## config.mk

```make
export PLATFORM = sky130hd
export DESIGN_NAME = link_fault_oam_stats
export DESIGN_NICKNAME = d
export VERILOG_FILES = /design/src/hw/fault_stats_pkg.sv /design/src/hw/link_fault_oam_stats.sv
export SDC_FILE = /design/constraint.sdc
export NUM_CORES = 2
export LEC_CHECK = 0
export BUFFER_PORTS_ARGS = -buffer_cell sky130_fd_sc_hd__buf_2
export CORE_UTILIZATION = 60
export CTS_BUF_LIST = sky130_fd_sc_hd__clkbuf_8
export DETAILED_ROUTE_END_ITERATION = 12
export PLACE_DENSITY_LB_ADDON = 0.08
export SLEW_MARGIN = 10
export SYNTH_ARGS = -nofsm -noshare
export SYNTH_HDL_FRONTEND = slang
export SYNTH_SLANG_ARGS = --single-unit
```

## constraint.sdc

```tcl
create_clock -name i_clk -period 3.7 [get_ports i_clk]
set_input_delay 0.37 -clock i_clk [delete_from_list [all_inputs] [get_ports i_clk]]
set_output_delay 0.37 -clock i_clk [all_outputs]
set_load 0.02 [all_outputs]
```

## src/hw/fault_stats_pkg.sv

```systemverilog
// How it works
// - OAM runs on the two fiber ports only; copper ports never join.
// - Each fiber port has a role: 0 disabled, 1 passive, 2 active.
// - The active end supplies OAM configuration; the passive end adopts it.
// - Both ends active: lower MAC address acts active, higher acts passive.
// - At most ten OAM frames per second leave any fiber port.
// - Each port has a selectable set of condition ports forcing it down.
// - AND row: forced down only while all selected ports lost link.
// - OR row: forced down while any selected port lost link.
// - One selected port gives the same result under AND or OR.
// - Matrix edits apply only on confirm; a reset action restores defaults.
// - Pass-through on and copper link lost: notify the selected remote.
// - With pass-through on, a notification received on an enabled fiber port disables the matching local copper port.
// - Pass-through select: 0 off, 1 fiber port 1 remote, 2 fiber port 2.
// - Pass-through and local matrix are mutually exclusive.
// - Each fiber port keeps its own 32-bit OAM frame counters.
// - Counters per OAM frame kind and direction, events, unsupported.
// - Each port has 64-bit receive and transmit counters, read live; a stats sample strobe pulses every 3 s.
// - OAM and per-port counters clear on request.
// - Address learning is on after reset and can be switched off.
// - Learned entries age out five to ten minutes after their last refresh.
// - Clear command removes dynamic entries but keeps static ones.
package fault_stats_pkg;

    // ****************************************************************
    // Sizes and encodings
    // ****************************************************************
    localparam int NUM_PORTS   = 4;
    localparam int NUM_FIBER   = 2;
    localparam int MAC_ENTRIES = 16;
    localparam int NUM_OAM_CNT = 16;

    localparam logic [1:0] ROLE_DISABLED = 2'h0;
    localparam logic [1:0] ROLE_PASSIVE  = 2'h1;
    localparam logic [1:0] ROLE_ACTIVE   = 2'h2;

    localparam logic [1:0] PASS_OFF    = 2'h0;
    localparam logic [1:0] PASS_FIBER1 = 2'h1;
    localparam logic [1:0] PASS_FIBER2 = 2'h2;

    // OAM frame kinds as seen on the frame event inputs.
    localparam logic [2:0] KIND_INFO     = 3'h0;
    localparam logic [2:0] KIND_EVENT    = 3'h1;
    localparam logic [2:0] KIND_LOOPBACK = 3'h2;
    localparam logic [2:0] KIND_VAR_REQ  = 3'h3;
    localparam logic [2:0] KIND_VAR_RSP  = 3'h4;
    localparam logic [2:0] KIND_VENDOR   = 3'h5;
    localparam logic [2:0] KIND_UNSUP    = 3'h6;

    // Counter slots inside each fiber port's bank.
    localparam logic [3:0] CNT_ALL_TX      = 4'h0;
    localparam logic [3:0] CNT_ALL_RX      = 4'h1;
    localparam logic [3:0] CNT_INFO_TX     = 4'h2;
    localparam logic [3:0] CNT_INFO_RX     = 4'h3;
    localparam logic [3:0] CNT_EVENT_TX    = 4'h4;
    localparam logic [3:0] CNT_UEVENT_RX   = 4'h5;
    localparam logic [3:0] CNT_DEVENT_RX   = 4'h6;
    localparam logic [3:0] CNT_LOOP_TX     = 4'h7;
    localparam logic [3:0] CNT_LOOP_RX     = 4'h8;
    localparam logic [3:0] CNT_VREQ_TX     = 4'h9;
    localparam logic [3:0] CNT_VREQ_RX     = 4'ha;
    localparam logic [3:0] CNT_VRSP_TX     = 4'hb;
    localparam logic [3:0] CNT_VRSP_RX     = 4'hc;
    localparam logic [3:0] CNT_VENDOR_TX   = 4'hd;
    localparam logic [3:0] CNT_VENDOR_RX   = 4'he;
    localparam logic [3:0] CNT_UNSUP_RX    = 4'hf;

    // ****************************************************************
    // Reset values
    // ****************************************************************
    localparam logic [3:0] RST_MATRIX_SEL = 4'h0;
    localparam logic       RST_ROW_OR     = 1'b0;
    localparam logic       RST_LEARN_EN   = 1'b1;

    // ****************************************************************
    // Timing
    // ****************************************************************
    localparam longint CLK_HZ         = 200000000;
    localparam int     OAM_MIN_GAP_MS = 100;
    localparam int     AGE_TIME_S     = 300;
    localparam int     SAMPLE_S       = 3;
    localparam longint OAM_GAP_CYC    = CLK_HZ * OAM_MIN_GAP_MS / 1000;
    localparam longint SEC_CYC        = CLK_HZ;

endpackage

```

## src/hw/link_fault_oam_stats.sv

```systemverilog
`timescale 1ns/10ps
`default_nettype none
module link_fault_oam_stats
    import fault_stats_pkg::*;
#(
    parameter int unsigned OAM_GAP = 32'(OAM_GAP_CYC),
    parameter int unsigned SEC     = 32'(SEC_CYC)
) (
    input  wire logic        i_clk,
    input  wire logic        i_sys_rst,
    input  wire logic [3:0]  i_link_up,
    input  wire logic [3:0]  i_edit_sel_row,
    input  wire logic [3:0]  i_edit_sel,
    input  wire logic        i_edit_or,
    input  wire logic [1:0]  i_edit_row,
    input  wire logic        i_edit_we,
    input  wire logic        i_matrix_confirm,
    input  wire logic        i_matrix_reset,
    input  wire logic [1:0]  i_remote_pass_select,
    input  wire logic [1:0]  i_fiber_oam_role_0,
    input  wire logic [1:0]  i_fiber_oam_role_1,
    input  wire logic [47:0] i_local_mac,
    input  wire logic [1:0]  i_peer_active,
    input  wire logic [47:0] i_peer_mac_0,
    input  wire logic [47:0] i_peer_mac_1,
    input  wire logic [1:0]  i_oam_tx_req,
    input  wire logic [2:0]  i_oam_tx_kind,
    input  wire logic [1:0]  i_oam_rx,
    input  wire logic [2:0]  i_oam_rx_kind,
    input  wire logic        i_oam_rx_dup,
    input  wire logic [1:0]  i_pass_notify_rx,
    input  wire logic        i_pass_notify_port,
    input  wire logic [3:0]  i_frame_rx,
    input  wire logic [3:0]  i_frame_tx,
    input  wire logic        i_clear_counters,
    input  wire logic        i_learn_enable,
    input  wire logic        i_learn_req,
    input  wire logic [3:0]  i_learn_idx,
    input  wire logic        i_learn_static,
    input  wire logic        i_clear_dynamic,
    input  wire logic [0:0]  i_cnt_fiber,
    input  wire logic [3:0]  i_cnt_sel,
    input  wire logic [1:0]  i_port_sel,
    output logic      [3:0]  o_port_force_down,
    output logic      [1:0]  o_oam_tx_grant,
    output logic      [2:0]  o_oam_tx_kind,
    output logic      [1:0]  o_oam_act_active,
    output logic      [1:0]  o_adopt_peer_cfg,
    output logic      [1:0]  o_pass_notify_tx,
    output logic      [1:0]  o_pass_notify_port,
    output logic      [31:0] o_oam_count,
    output logic      [63:0] o_rx_count,
    output logic      [63:0] o_tx_count,
    output logic             o_stats_sample,
    output logic      [15:0] o_entry_valid,
    output logic      [15:0] o_entry_static,
    output logic             o_learn_enabled
);

    // ****************************************************************
    // State
    // ****************************************************************
    typedef struct packed {
        logic [3:0][3:0]  sel;
        logic [3:0]       row_or;
        logic [3:0][3:0]  edit_sel;
        logic [3:0]       edit_or;
        logic [3:0]       force_down;
        logic [1:0][31:0] gap;
        logic [1:0]       grant;
        logic [2:0]       tx_kind;
        logic [1:0]       act_active;
        logic [1:0]       adopt;
        logic [1:0]       copper_up_q;
        logic [1:0]       notify_tx;
        logic [1:0]       notify_port;
        logic [1:0]       remote_down;
        logic [31:0]      oam_count;
        logic [63:0]      rx_count;
        logic [63:0]      tx_count;
        logic [31:0]      sec_cnt;
        logic [1:0]       sample_sec;
        logic             sample;
        logic [8:0]       age_sec;
        logic             learn_en;
        logic [15:0]      valid;
        logic [15:0]      is_static;
        logic [15:0]      hit;
    } state_t;

    state_t st;
    state_t next_st;

    logic [1:0][15:0][31:0] oam_cnt;
    logic [3:0][63:0]       rx_cnt;
    logic [3:0][63:0]       tx_cnt;

    // ****************************************************************
    // Counter banks
    // ****************************************************************
    always_ff @(posedge i_clk) begin
        for (int f = 0; f < NUM_FIBER; f++) begin
            for (int c = 0; c < NUM_OAM_CNT; c++) begin
                if (i_sys_rst || i_clear_counters) begin
                    oam_cnt[f][c] <= 32'h0;
                end else begin
                    oam_cnt[f][c] <= oam_cnt[f][c] + 32'(
                        (st.grant[f] && tx_slot(st.tx_kind) == 4'(c)) ||
                        (st.grant[f] && c == int'(CNT_ALL_TX)) ||
                        (i_oam_rx[f] && rx_slot(i_oam_rx_kind,
                            i_oam_rx_dup) == 4'(c)) ||
                        (i_oam_rx[f] && c == int'(CNT_ALL_RX)));
                end
            end
        end
        for (int p = 0; p < NUM_PORTS; p++) begin
            if (i_sys_rst || i_clear_counters) begin
                rx_cnt[p] <= 64'h0;
                tx_cnt[p] <= 64'h0;
            end else begin
                rx_cnt[p] <= rx_cnt[p] + 64'(i_frame_rx[p]);
                tx_cnt[p] <= tx_cnt[p] + 64'(i_frame_tx[p] &&
                                              !st.force_down[p]);
            end
        end
    end

    function automatic logic [3:0] tx_slot(input logic [2:0] k);
        case (k)
            KIND_INFO:     tx_slot = CNT_INFO_TX;
            KIND_EVENT:    tx_slot = CNT_EVENT_TX;
            KIND_LOOPBACK: tx_slot = CNT_LOOP_TX;
            KIND_VAR_REQ:  tx_slot = CNT_VREQ_TX;
            KIND_VAR_RSP:  tx_slot = CNT_VRSP_TX;
            KIND_VENDOR:   tx_slot = CNT_VENDOR_TX;
            default:       tx_slot = CNT_ALL_TX;
        endcase
    endfunction

    function automatic logic [3:0] rx_slot(input logic [2:0] k,
                                           input logic d);
        case (k)
            KIND_INFO:     rx_slot = CNT_INFO_RX;
            KIND_EVENT:    rx_slot = d ? CNT_DEVENT_RX : CNT_UEVENT_RX;
            KIND_LOOPBACK: rx_slot = CNT_LOOP_RX;
            KIND_VAR_REQ:  rx_slot = CNT_VREQ_RX;
            KIND_VAR_RSP:  rx_slot = CNT_VRSP_RX;
            KIND_VENDOR:   rx_slot = CNT_VENDOR_RX;
            default:       rx_slot = CNT_UNSUP_RX;
        endcase
    endfunction

    // ****************************************************************
    // Next state
    // ****************************************************************
    always_comb begin
        logic [1:0][1:0] role;
        logic [1:0][47:0] peer_mac;
        logic [3:0] lost;
        logic [3:0] sel_lost;
        logic [1:0] tx_req;
        next_st = st;
        role = {i_fiber_oam_role_1, i_fiber_oam_role_0};
        peer_mac = {i_peer_mac_1, i_peer_mac_0};
        lost = ~i_link_up;
        sel_lost = 4'h0;
        tx_req = i_oam_tx_req;

        // Staged matrix edits; live copy changes only on confirm or matrix reset.
        if (i_edit_we) begin
            next_st.edit_sel[i_edit_row] = i_edit_sel;
            next_st.edit_or[i_edit_row] = i_edit_or;
        end
        if (i_matrix_reset) begin
            next_st.edit_sel = {4{RST_MATRIX_SEL}};
            next_st.edit_or = {4{RST_ROW_OR}};
            next_st.sel = {4{RST_MATRIX_SEL}};
            next_st.row_or = {4{RST_ROW_OR}};
        end else if (i_matrix_confirm) begin
            next_st.sel = next_st.edit_sel;
            next_st.row_or = next_st.edit_or;
        end

        for (int r = 0; r < NUM_PORTS; r++) begin
            logic any_l;
            logic all_l;
            any_l = |(st.sel[r] & lost);
            all_l = (st.sel[r] & lost) == st.sel[r];
            sel_lost[r] = (st.sel[r] != 4'h0) &&
                          (st.row_or[r] ? any_l : all_l);
        end

        // Pass-through: copper ports are 2 and 3.
        next_st.copper_up_q = i_link_up[3:2];
        next_st.notify_tx = 2'h0;
        next_st.notify_port = st.notify_port;
        for (int c = 0; c < 2; c++) begin
            if (i_remote_pass_select != PASS_OFF &&
                    st.copper_up_q[c] && !i_link_up[c+2]) begin
                next_st.notify_tx[i_remote_pass_select == PASS_FIBER2] = 1'b1;
                next_st.notify_port[i_remote_pass_select == PASS_FIBER2] =
                    1'(c);
            end
        end
        for (int f = 0; f < NUM_FIBER; f++) begin
            if (i_pass_notify_rx[f] && role[f] != ROLE_DISABLED) begin
                next_st.remote_down[i_pass_notify_port] = 1'b1;
            end
        end
        for (int c = 0; c < 2; c++) begin
            if (i_link_up[c+2] && st.remote_down[c] &&
                    !(|i_pass_notify_rx)) begin
                next_st.remote_down[c] = 1'b0;
            end
        end
        if (i_remote_pass_select != PASS_OFF) begin
            next_st.force_down = {st.remote_down, 2'h0};
        end else begin
            next_st.remote_down = 2'h0;
            next_st.force_down = sel_lost;
        end

        // OAM role resolution and frame pacing, fiber ports only.
        next_st.grant = 2'h0;
        next_st.tx_kind = i_oam_tx_kind;
        for (int f = 0; f < NUM_FIBER; f++) begin
            next_st.act_active[f] = (role[f] == ROLE_ACTIVE) &&
                (!i_peer_active[f] || i_local_mac < peer_mac[f]);
            next_st.adopt[f] = (role[f] != ROLE_DISABLED) &&
                !next_st.act_active[f];
            if (st.gap[f] != 32'h0) begin
                next_st.gap[f] = st.gap[f] - 32'h1;
            end else if (tx_req[f] && role[f] != ROLE_DISABLED) begin
                next_st.grant[f] = 1'b1;
                next_st.gap[f] = OAM_GAP - 32'h1;
            end
        end

        // Seconds tick drives stats sampling and address aging.
        next_st.sample = 1'b0;
        next_st.hit = st.hit;
        if (st.sec_cnt == SEC - 32'h1) begin
            next_st.sec_cnt = 32'h0;
            next_st.sample_sec = st.sample_sec + 2'h1;
            if (st.sample_sec == 2'(SAMPLE_S - 1)) begin
                next_st.sample_sec = 2'h0;
                next_st.sample = 1'b1;
            end
            next_st.age_sec = st.age_sec + 9'h1;
            if (st.age_sec == 9'(AGE_TIME_S - 1)) begin
                next_st.age_sec = 9'h0;
                next_st.valid = st.valid & (st.hit | st.is_static);
                next_st.hit = 16'h0;
            end
        end else begin
            next_st.sec_cnt = st.sec_cnt + 32'h1;
        end

        next_st.learn_en = i_learn_enable;
        if (i_clear_dynamic) begin
            next_st.valid = next_st.valid & st.is_static;
        end
        if (i_learn_req && (st.learn_en || i_learn_static)) begin
            next_st.valid[i_learn_idx] = 1'b1;
            next_st.is_static[i_learn_idx] = i_learn_static;
            next_st.hit[i_learn_idx] = 1'b1;
        end

        next_st.oam_count = oam_cnt[i_cnt_fiber][i_cnt_sel];
        next_st.rx_count = rx_cnt[i_port_sel];
        next_st.tx_count = tx_cnt[i_port_sel];
    end

    always_ff @(posedge i_clk) begin
        if (i_sys_rst) begin
            st <= '0;
            st.learn_en <= RST_LEARN_EN;
        end else begin
            st <= next_st;
        end
    end

    assign o_port_force_down  = st.force_down;
    assign o_oam_tx_grant     = st.grant;
    assign o_oam_tx_kind      = st.tx_kind;
    assign o_oam_act_active   = st.act_active;
    assign o_adopt_peer_cfg   = st.adopt;
    assign o_pass_notify_tx   = st.notify_tx;
    assign o_pass_notify_port = st.notify_port;
    assign o_oam_count        = st.oam_count;
    assign o_rx_count         = st.rx_count;
    assign o_tx_count         = st.tx_count;
    assign o_stats_sample     = st.sample;
    assign o_entry_valid      = st.valid;
    assign o_entry_static     = st.is_static;
    assign o_learn_enabled    = st.learn_en;

endmodule // link_fault_oam_stats
`default_nettype wire

```

---- Yosys cells after proc, flatten, opt, wreduce, memory -nomap -nowiden ----
Cells that the tools add are included.
operators by class
  add/subtract/negate cells ............... 45
  magnitude comparators ................... 13
  equal/unequal tests ..................... 50
  multiplexer cells ....................... 50
  bitwise operators ....................... 18
  reduce and logical (&&, ||, !) cells .... 172
operators with widths
  cell                   number
  $add 32x1->32          32
  $mux 512               2
  $add 64x1->64          8
  $bmux 64 s2            2
  $mux 32                5
  $bmux 32 s4            1
  $mux 64                2
  $lt 48x48->1           2
  $logic_and 1x1->1      93
  $mux 16                5
  $eq 4x4->1 const B     16
  $reduce_bool 32->1     2
  $sub 32x1->32 const B  2
  $mux 48                1
  $or 16x16->16          3
  $pmux 4 s6             2
  $logic_or 1x1->1       40
  $add 32x1->32 const B  1
  $and 16x16->16         2
  $bwmux 16              2
  $eq 32x28->1 const B   1
  $eq 4x3->1 const B     8
  $mux 4                 6
  $mux 20                1
  39 further kinds       109
storage, ports and cells
  register bits after elaboration ......... 1,914
  bits of input ports ..................... 210
  output and inout bits ................... 211
  logic and storage cells ................. 423

---- Depth between registers and ports, before layout ----
  depth in word-level cells ............... 10
  gate-level depth with buffers ........... 12
  mapped depth without buffers ............ 11

---- Worst setup path after synthesis ----
OpenSTA, ideal clock, no wires.
  path type ............................... in2reg
  start ................................... input port i_cnt_fiber
  end ..................................... register st, in the netlist o_oam_count[11]
  setup time .............................. 0.128 ns
  arrival time ............................ 2.593 ns
  required time ........................... 3.572 ns
  setup slack ............................. 0.980 ns
  stages on the path ...................... 7
  buffers on the path ..................... 3
  cell sequence ........................... clkbuf_1 buf_1 buf_1 mux4_2 mux4_2 mux2i_1 nor2_1
on the way
  longest elaborated chain between the ends .. 4
ends and longest elaborated chain
  what                                         RTL line                     text
  start: declaration                           link_fault_oam_stats.sv:41   input wire logic [0:0] i_cnt_fiber,
  $mux 512 (not written as such) (2 in a row)  link_fault_oam_stats.sv:269  next_st.oam_count = oam_cnt[i_cnt_fiber][i_cnt_sel];
  $bmux 32 s4                                  link_fault_oam_stats.sv:269
  $mux 32 (not written as such)                link_fault_oam_stats.sv:269
  end signal: assignment                       link_fault_oam_stats.sv:279  st <= next_st;
  end: declaration                             link_fault_oam_stats.sv:91   state_t st;
Every way passes these cells. The select of a mux whose other input is x is not followed.
A chain may end at the register's enable or synchronous reset.

---- Worst setup path after layout ----
  start ................................... input port i_oam_rx_kind[2]
  end ..................................... register oam_cnt[220] in the netlist's numbering
on the way
  longest elaborated chain between the ends .. 7
  elaborated cells on any way between the ends .. 12
  classes of those cells .................. add/sub (1); eq/ne (6); mux (2); reduce/logical (3)
ends and longest elaborated chain
  what                                      RTL line                     text
  start: declaration                        link_fault_oam_stats.sv:29   input wire logic [2:0] i_oam_rx_kind,
  $eq 3x3->1, or another cell as far along  link_fault_oam_stats.sv:142  case (k)
  $pmux 4 s6 *                              link_fault_oam_stats.sv:142
  $mux 4 *                                  link_fault_oam_stats.sv:104  if (i_sys_rst || i_clear_counters) begin
  $eq 4x3->1 *                              link_fault_oam_stats.sv:111  i_oam_rx_dup) == 4'(c)) ||
  $logic_and 1x1->1 *                       link_fault_oam_stats.sv:110  (i_oam_rx[f] && rx_slot(i_oam_rx_kind,
  $logic_or 1x1->1 *                        link_fault_oam_stats.sv:109  (st.grant[f] && c == int'(CNT_ALL_TX)) ||
  $add 32x1->32 *                           link_fault_oam_stats.sv:107  oam_cnt[f][c] <= oam_cnt[f][c] + 32'(
  end signal: indexed assignment            link_fault_oam_stats.sv:107
  end: declaration                          link_fault_oam_stats.sv:94   logic [1:0][15:0][31:0] oam_cnt;
Mark *: on every way between the ends. The rest lies on a longest branch, timed or not. The select of a mux whose other input is x is not followed.

==> tab_implementation.tex <==
\begin{tabular}{lr}
\hline
Metric & Value \\
\hline
\multicolumn{2}{l}{\textbf{Worst setup path}} \\
Critical setup path kind & input pin to flop \\
Worst Setup Start Kind & input pin \\
Worst setup EP type & flop \\
Worst reg2reg path startpoint & o\_oam\_tx\_grant[0]\$\_SDFF\_PP0\_ \\
WP data required & 4.61 ns \\
Critical path origin & i\_oam\_rx\_kind[2] \\
R2r setup slk & 0.45 ns \\
Arrival time worst endpoint & 4.18 ns \\
End point of the critical path & oam\_cnt[220]\$\_SDFF\_PP0\_ \\
Worst Path Max Fanout & 9 \\
R2r worst-path depth & 10 \\
FF-to-FF End & oam\_cnt[318]\$\_SDFF\_PP0\_ \\
\multicolumn{2}{l}{\textbf{Die}} \\
Cell Rows & 144 \\
I/O pin total & 421 \\
Area of the die & 158,400 um\^{}2 \\
Core area & 154,900 um\^{}2 \\
Overall die width & 398.0 um \\
Chip height & 398.0 um \\
Initial core utilization & 60.73\% \\
\multicolumn{2}{l}{\textbf{Timing}} \\
Post-layout minimum cycle time & 3.276 ns \\
Final Max Slew Viols & 0 \\
Slew at the pin closest to its max-slew limit & 1.146 ns \\
Final period utilization & 88.53\% \\
Setup violation total in the final timing report & 0 \\
Aggregate negative setup slack & 0 ns \\
Peak Freq & 305.3 MHz \\
Worst slew margin relative to its limit & 23.59\% \\
Worst clock skew & 0.07482 ns \\
Final hold violation count & 0 \\
Setup repair after global routing missed its margin & false \\
\multicolumn{2}{l}{\textbf{GRT}} \\
GRT Residual Overflow & 0 \\
Antenna violations before repair & 12 \\
Vias in the first global route & 72,530 \\
Global router's overall resource usage & 30.79\% \\
Pin count of the biggest net entering global routing & 123 \\
Global-route wire length before repair & 391.0 mm \\
\multicolumn{2}{l}{\textbf{Route}} \\
Count of nets left with antenna violations after detail routing & 0 \\
Drc violations & 0 \\
Drt initial violations & 6,351 \\
WL/cell & 19.52 um \\
Initial DRT Pass Iterations & 6 \\
Overall routed net length & 250.1 mm \\
Via count of the routed design & 76,100 \\
Via-to-Cell Ratio & 5.940 \\
\multicolumn{2}{l}{\textbf{Clock tree}} \\
Deepest level of the CTS H-tree & 5 \\
Count of clock tree sinks & 1,914 \\
Clock Tree Root & sky130\_fd\_sc\_hd\_\_clkbuf\_8 \\
Total clock buffers created by CTS & 331 \\
Worst-Skew Late Latency & 1.05 ns \\
Post-CTS clock slew at the launch and capture registers of the worst setup and hold paths & 0.06 ns \\
Setup Buffers After CTS & 0 \\
CTS tree & built \\
Max Root-Sink Buffers & 4 \\
\multicolumn{2}{l}{\textbf{Power and ir drop}} \\
Static Leak & 0.03755 uW \\
Cell area power density & 430.6 nW/um\^{}2 \\
Worst-case vdd ir drop & 0.4083 mV \\
\multicolumn{2}{l}{\textbf{Final layout}} \\
Post-route design area & 104,900 um\^{}2 \\
Synthesis-to-finish area growth & 11.52\% \\
Layout Nets & 10,930 \\
Count of fill cells added during filler insertion & 12,340 \\
Share of final-layout standard cells stronger than drive strength 1 & 14.60\% \\
\multicolumn{2}{l}{\textbf{Place}} \\
Detailed placer's ending HPWL & 182.1 mm \\
Port bufs & 416 \\
Routability congestion estimate & 0.9424 \\
Area post-placement & 97,340 um\^{}2 \\
\multicolumn{2}{l}{\textbf{Min path}} \\
Min-Delay Path Class & input pin to flop \\
\multicolumn{2}{l}{\textbf{Synthesis}} \\
Largest area contributor in the netlist & sky130\_fd\_sc\_hd\_\_dfxtp\_1 \\
Post-synthesis register bit count & 1,914 \\
Cell types occupying the most area after synthesis & sky130\_fd\_sc\_hd\_\_dfxtp\_1 (41\%), sky130\_fd\_sc\_hd\_\_mux4\_2 (11\%), sky130\_fd\_sc\_hd\_\_xor2\_1 (7.2\%) \\
EDFF count, synth & 0 \\
Number of warnings reported in the yosys synthesis log & 0 \\
Synthesized net count & 10,580 \\
Share of the synthesized area in the top cell type & 40.72\% \\
Sequential fraction of the synthesis area & 40.72\% \\
Number of library cell types mapped by synthesis & 75 \\
Predominant post-synthesis flop cell & sky130\_fd\_sc\_hd\_\_dfxtp\_1 \\
Syn avg cell area & 9.237 um\^{}2 \\
Synthesized cell area & 94,100 um\^{}2 \\
Synthesized netlist cell count & 10,190 \\
Proportion of synthesized flip-flops having asynchronous set or reset & 0\% \\
\multicolumn{2}{l}{\textbf{Run}} \\
Count of max-cap constraint violations & 0 \\
\multicolumn{2}{l}{\textbf{Outcome}} \\
Outcome & completed \\
\hline
\end{tabular}
[flip-flops by register name, indices dropped and copies added, names as in the netlist, named ones only]
name,flops
o_pass_notify_tx,2
o_oam_tx_grant,2
o_stats_sample,1
st,165
o_oam_act_active,2
o_tx_count,64
o_rx_count,64
o_adopt_peer_cfg,2
tx_cnt,256
oam_cnt,1024
o_learn_enabled,1
rx_cnt,256
o_port_force_down,4
o_oam_tx_kind,3
o_oam_count,32
o_entry_valid,16
[logic make-up (layout without fill, tap and decap cells)]
kind of cell	count (synthesis)	in the layout	synth area share, %
AOI/OAI and AO/OA	741	741	4.420
other	0	14	0
muxes	518	518	11.47
and+or+nand+nor	4621	4621	24.49
buffers and inverters	932	1499	4.575
adders and majority gates	181	181	2.407
DFF	1914	1914	40.72
xor gates and xnor gates	1281	1281	11.92
[worst min-delay path by stage]
stage / start / endpoint / slack (ns) / depth (start not counted)
after global routing: i_cnt_sel[2] / o_oam_count[14]$_SDFF_PP0_ / 0.08 / 5
after CTS: i_matrix_reset / st[370]$_SDFFE_PP0P_ / 0.03 / 3
after detailed placement: st[14]$_SDFF_PP0_ / st[14]$_SDFF_PP0_ / 0.45 / 2
after global placement: st[61]$_SDFF_PP0_ / st[61]$_SDFF_PP0_ / 0.44 / 1
final: i_cnt_sel[2] / o_oam_count[15]$_SDFF_PP0_ / 0.10 / 5
after floorplan: st[61]$_SDFF_PP0_ / st[61]$_SDFF_PP0_ / 0.43 / 1
[worst max-delay path, stage by stage]
cell and delay, ns:
sky130_fd_sc_hd__dlygate4sd3_1 0.56, sky130_fd_sc_hd__buf_2 0.19, sky130_fd_sc_hd__nor2_1 0.12, sky130_fd_sc_hd__nand2_1 0.06
sky130_fd_sc_hd__dlygate4sd3_1 0.57, sky130_fd_sc_hd__nor2_1 0.08, sky130_fd_sc_hd__dlygate4sd3_1 0.55, sky130_fd_sc_hd__ha_1 0.20
sky130_fd_sc_hd__ha_1 0.23, sky130_fd_sc_hd__nand2_1 0.12, sky130_fd_sc_hd__nor3_1 0.39, sky130_fd_sc_hd__nand2_1 0.23
sky130_fd_sc_hd__nor3_1 0.27, sky130_fd_sc_hd__xnor2_1 0.15, sky130_fd_sc_hd__nor2_1 0.06
[layout by cell type (no fill, tap or decap), types with 15 or more instances in the layout]
cell / instances
sky130_fd_sc_hd__o31ai_1: 22
sky130_fd_sc_hd__mux4_2: 448
sky130_fd_sc_hd__nand2b_1: 28
sky130_fd_sc_hd__nor3b_1: 15
sky130_fd_sc_hd__inv_1: 351
sky130_fd_sc_hd__ha_1: 181
sky130_fd_sc_hd__or3_1: 232
sky130_fd_sc_hd__bufinv_16: 16
sky130_fd_sc_hd__or2_2: 24
sky130_fd_sc_hd__nor4_1: 107
sky130_fd_sc_hd__clkinv_2: 43
sky130_fd_sc_hd__o21ai_0: 244
sky130_fd_sc_hd__nand4_1: 390
sky130_fd_sc_hd__dlygate4sd3_1: 81
sky130_fd_sc_hd__dfxtp_1: 1914
sky130_fd_sc_hd__xor2_1: 773
sky130_fd_sc_hd__nand3_1: 570
sky130_fd_sc_hd__buf_2: 410
sky130_fd_sc_hd__and2_1: 286
sky130_fd_sc_hd__nand2_1: 607
sky130_fd_sc_hd__nor2b_1: 30
sky130_fd_sc_hd__nor2_1: 1602
sky130_fd_sc_hd__xnor2_1: 508
sky130_fd_sc_hd__a211oi_1: 48
sky130_fd_sc_hd__nor3_1: 237
sky130_fd_sc_hd__buf_12: 40
sky130_fd_sc_hd__and4_1: 177
sky130_fd_sc_hd__clkbuf_8: 417
sky130_fd_sc_hd__and3_1: 227
sky130_fd_sc_hd__buf_4: 130
sky130_fd_sc_hd__or4_1: 37
sky130_fd_sc_hd__mux2i_1: 69
sky130_fd_sc_hd__a21oi_1: 346
[layer usage]
layer	vias up	GRT usage, %	share of wire (%)
met4	6	13.32	4.1
met1	36930	40.78	43
li1	36200	-	-
met2	2429	49.73	47
met5	-	0	0.016
met3	531	4.942	6.4
[cell type report]
class	instances	area (um^2)	area share (%)
Tap cell	2044	2557	2.437
Clock buffer	417	5739	5.469
Multi-Input combinational cell	7342	51520	49.10
Sequential cell	1914	38320	36.51
Inverter	281	1057	1.008
Timing Repair Buffer	666	4703	4.482
Antenna cell	14	35.03	0.03339
Clock inverter	135	1008	0.9610
[what timing repair did]
| item | CTS | global route |
|---|---|---|
| hold endpoints to repair | 195 | 0 |
| hold buffers | 81 | 0 |
| gates resized for setup | 0 | 0 |
[where the power goes]
part	internal, uW	leakage (uW)	switching [uW]
clock	11200	0.00378	8680
combinational	1620	0.0183	2370
sequential	21000	0.0154	345
total	33800	0.0376	11400
[Yosys cell counts, drive strengths merged (3+ instances only)]
cell     instances
a41o             3
or2             26
nand2b          28
xor2           773
nor3b           15
and2           287
nor2b           30
a221oi           5
mux4           448
nor2          1603
nor4           117
o31ai           23
nand3          570
o21a            11
nor3           237
nor4b            9
a2111oi          3
dfxtp         1914
nand2          608
a31oi            4
a22oi           10
mux2i           69
a311oi          12
o22ai            3
nand3b          13
a21oi          346
inv            280
or3            232
and3b            3
buf            265
xnor2          508
clkbuf         386
and4           178
a21o             5
and3           227
or4b             4
or4             40
nand4          391
ha             181
o211ai           5
a211oi          50
o21ai          244
[stage by stage]
step                      setup slack [ns]  std cells  total power (uW)  hold slack, ns  util (%)
final                               0.4245      12810             45180          0.1010     67.72
after CTS                           0.5371      12800             45490         0.03091     67.70
after global routing                0.2582      12800             46950         0.07569     67.71
after global placement              0.5263      12170             25530          0.4411     62.82
after detailed placement            0.4938      12170             25660          0.4465     62.82
after floorplan                     0.9799      10190             24710          0.4261         -
No activity file was read; power rests on OpenSTA's default activity.
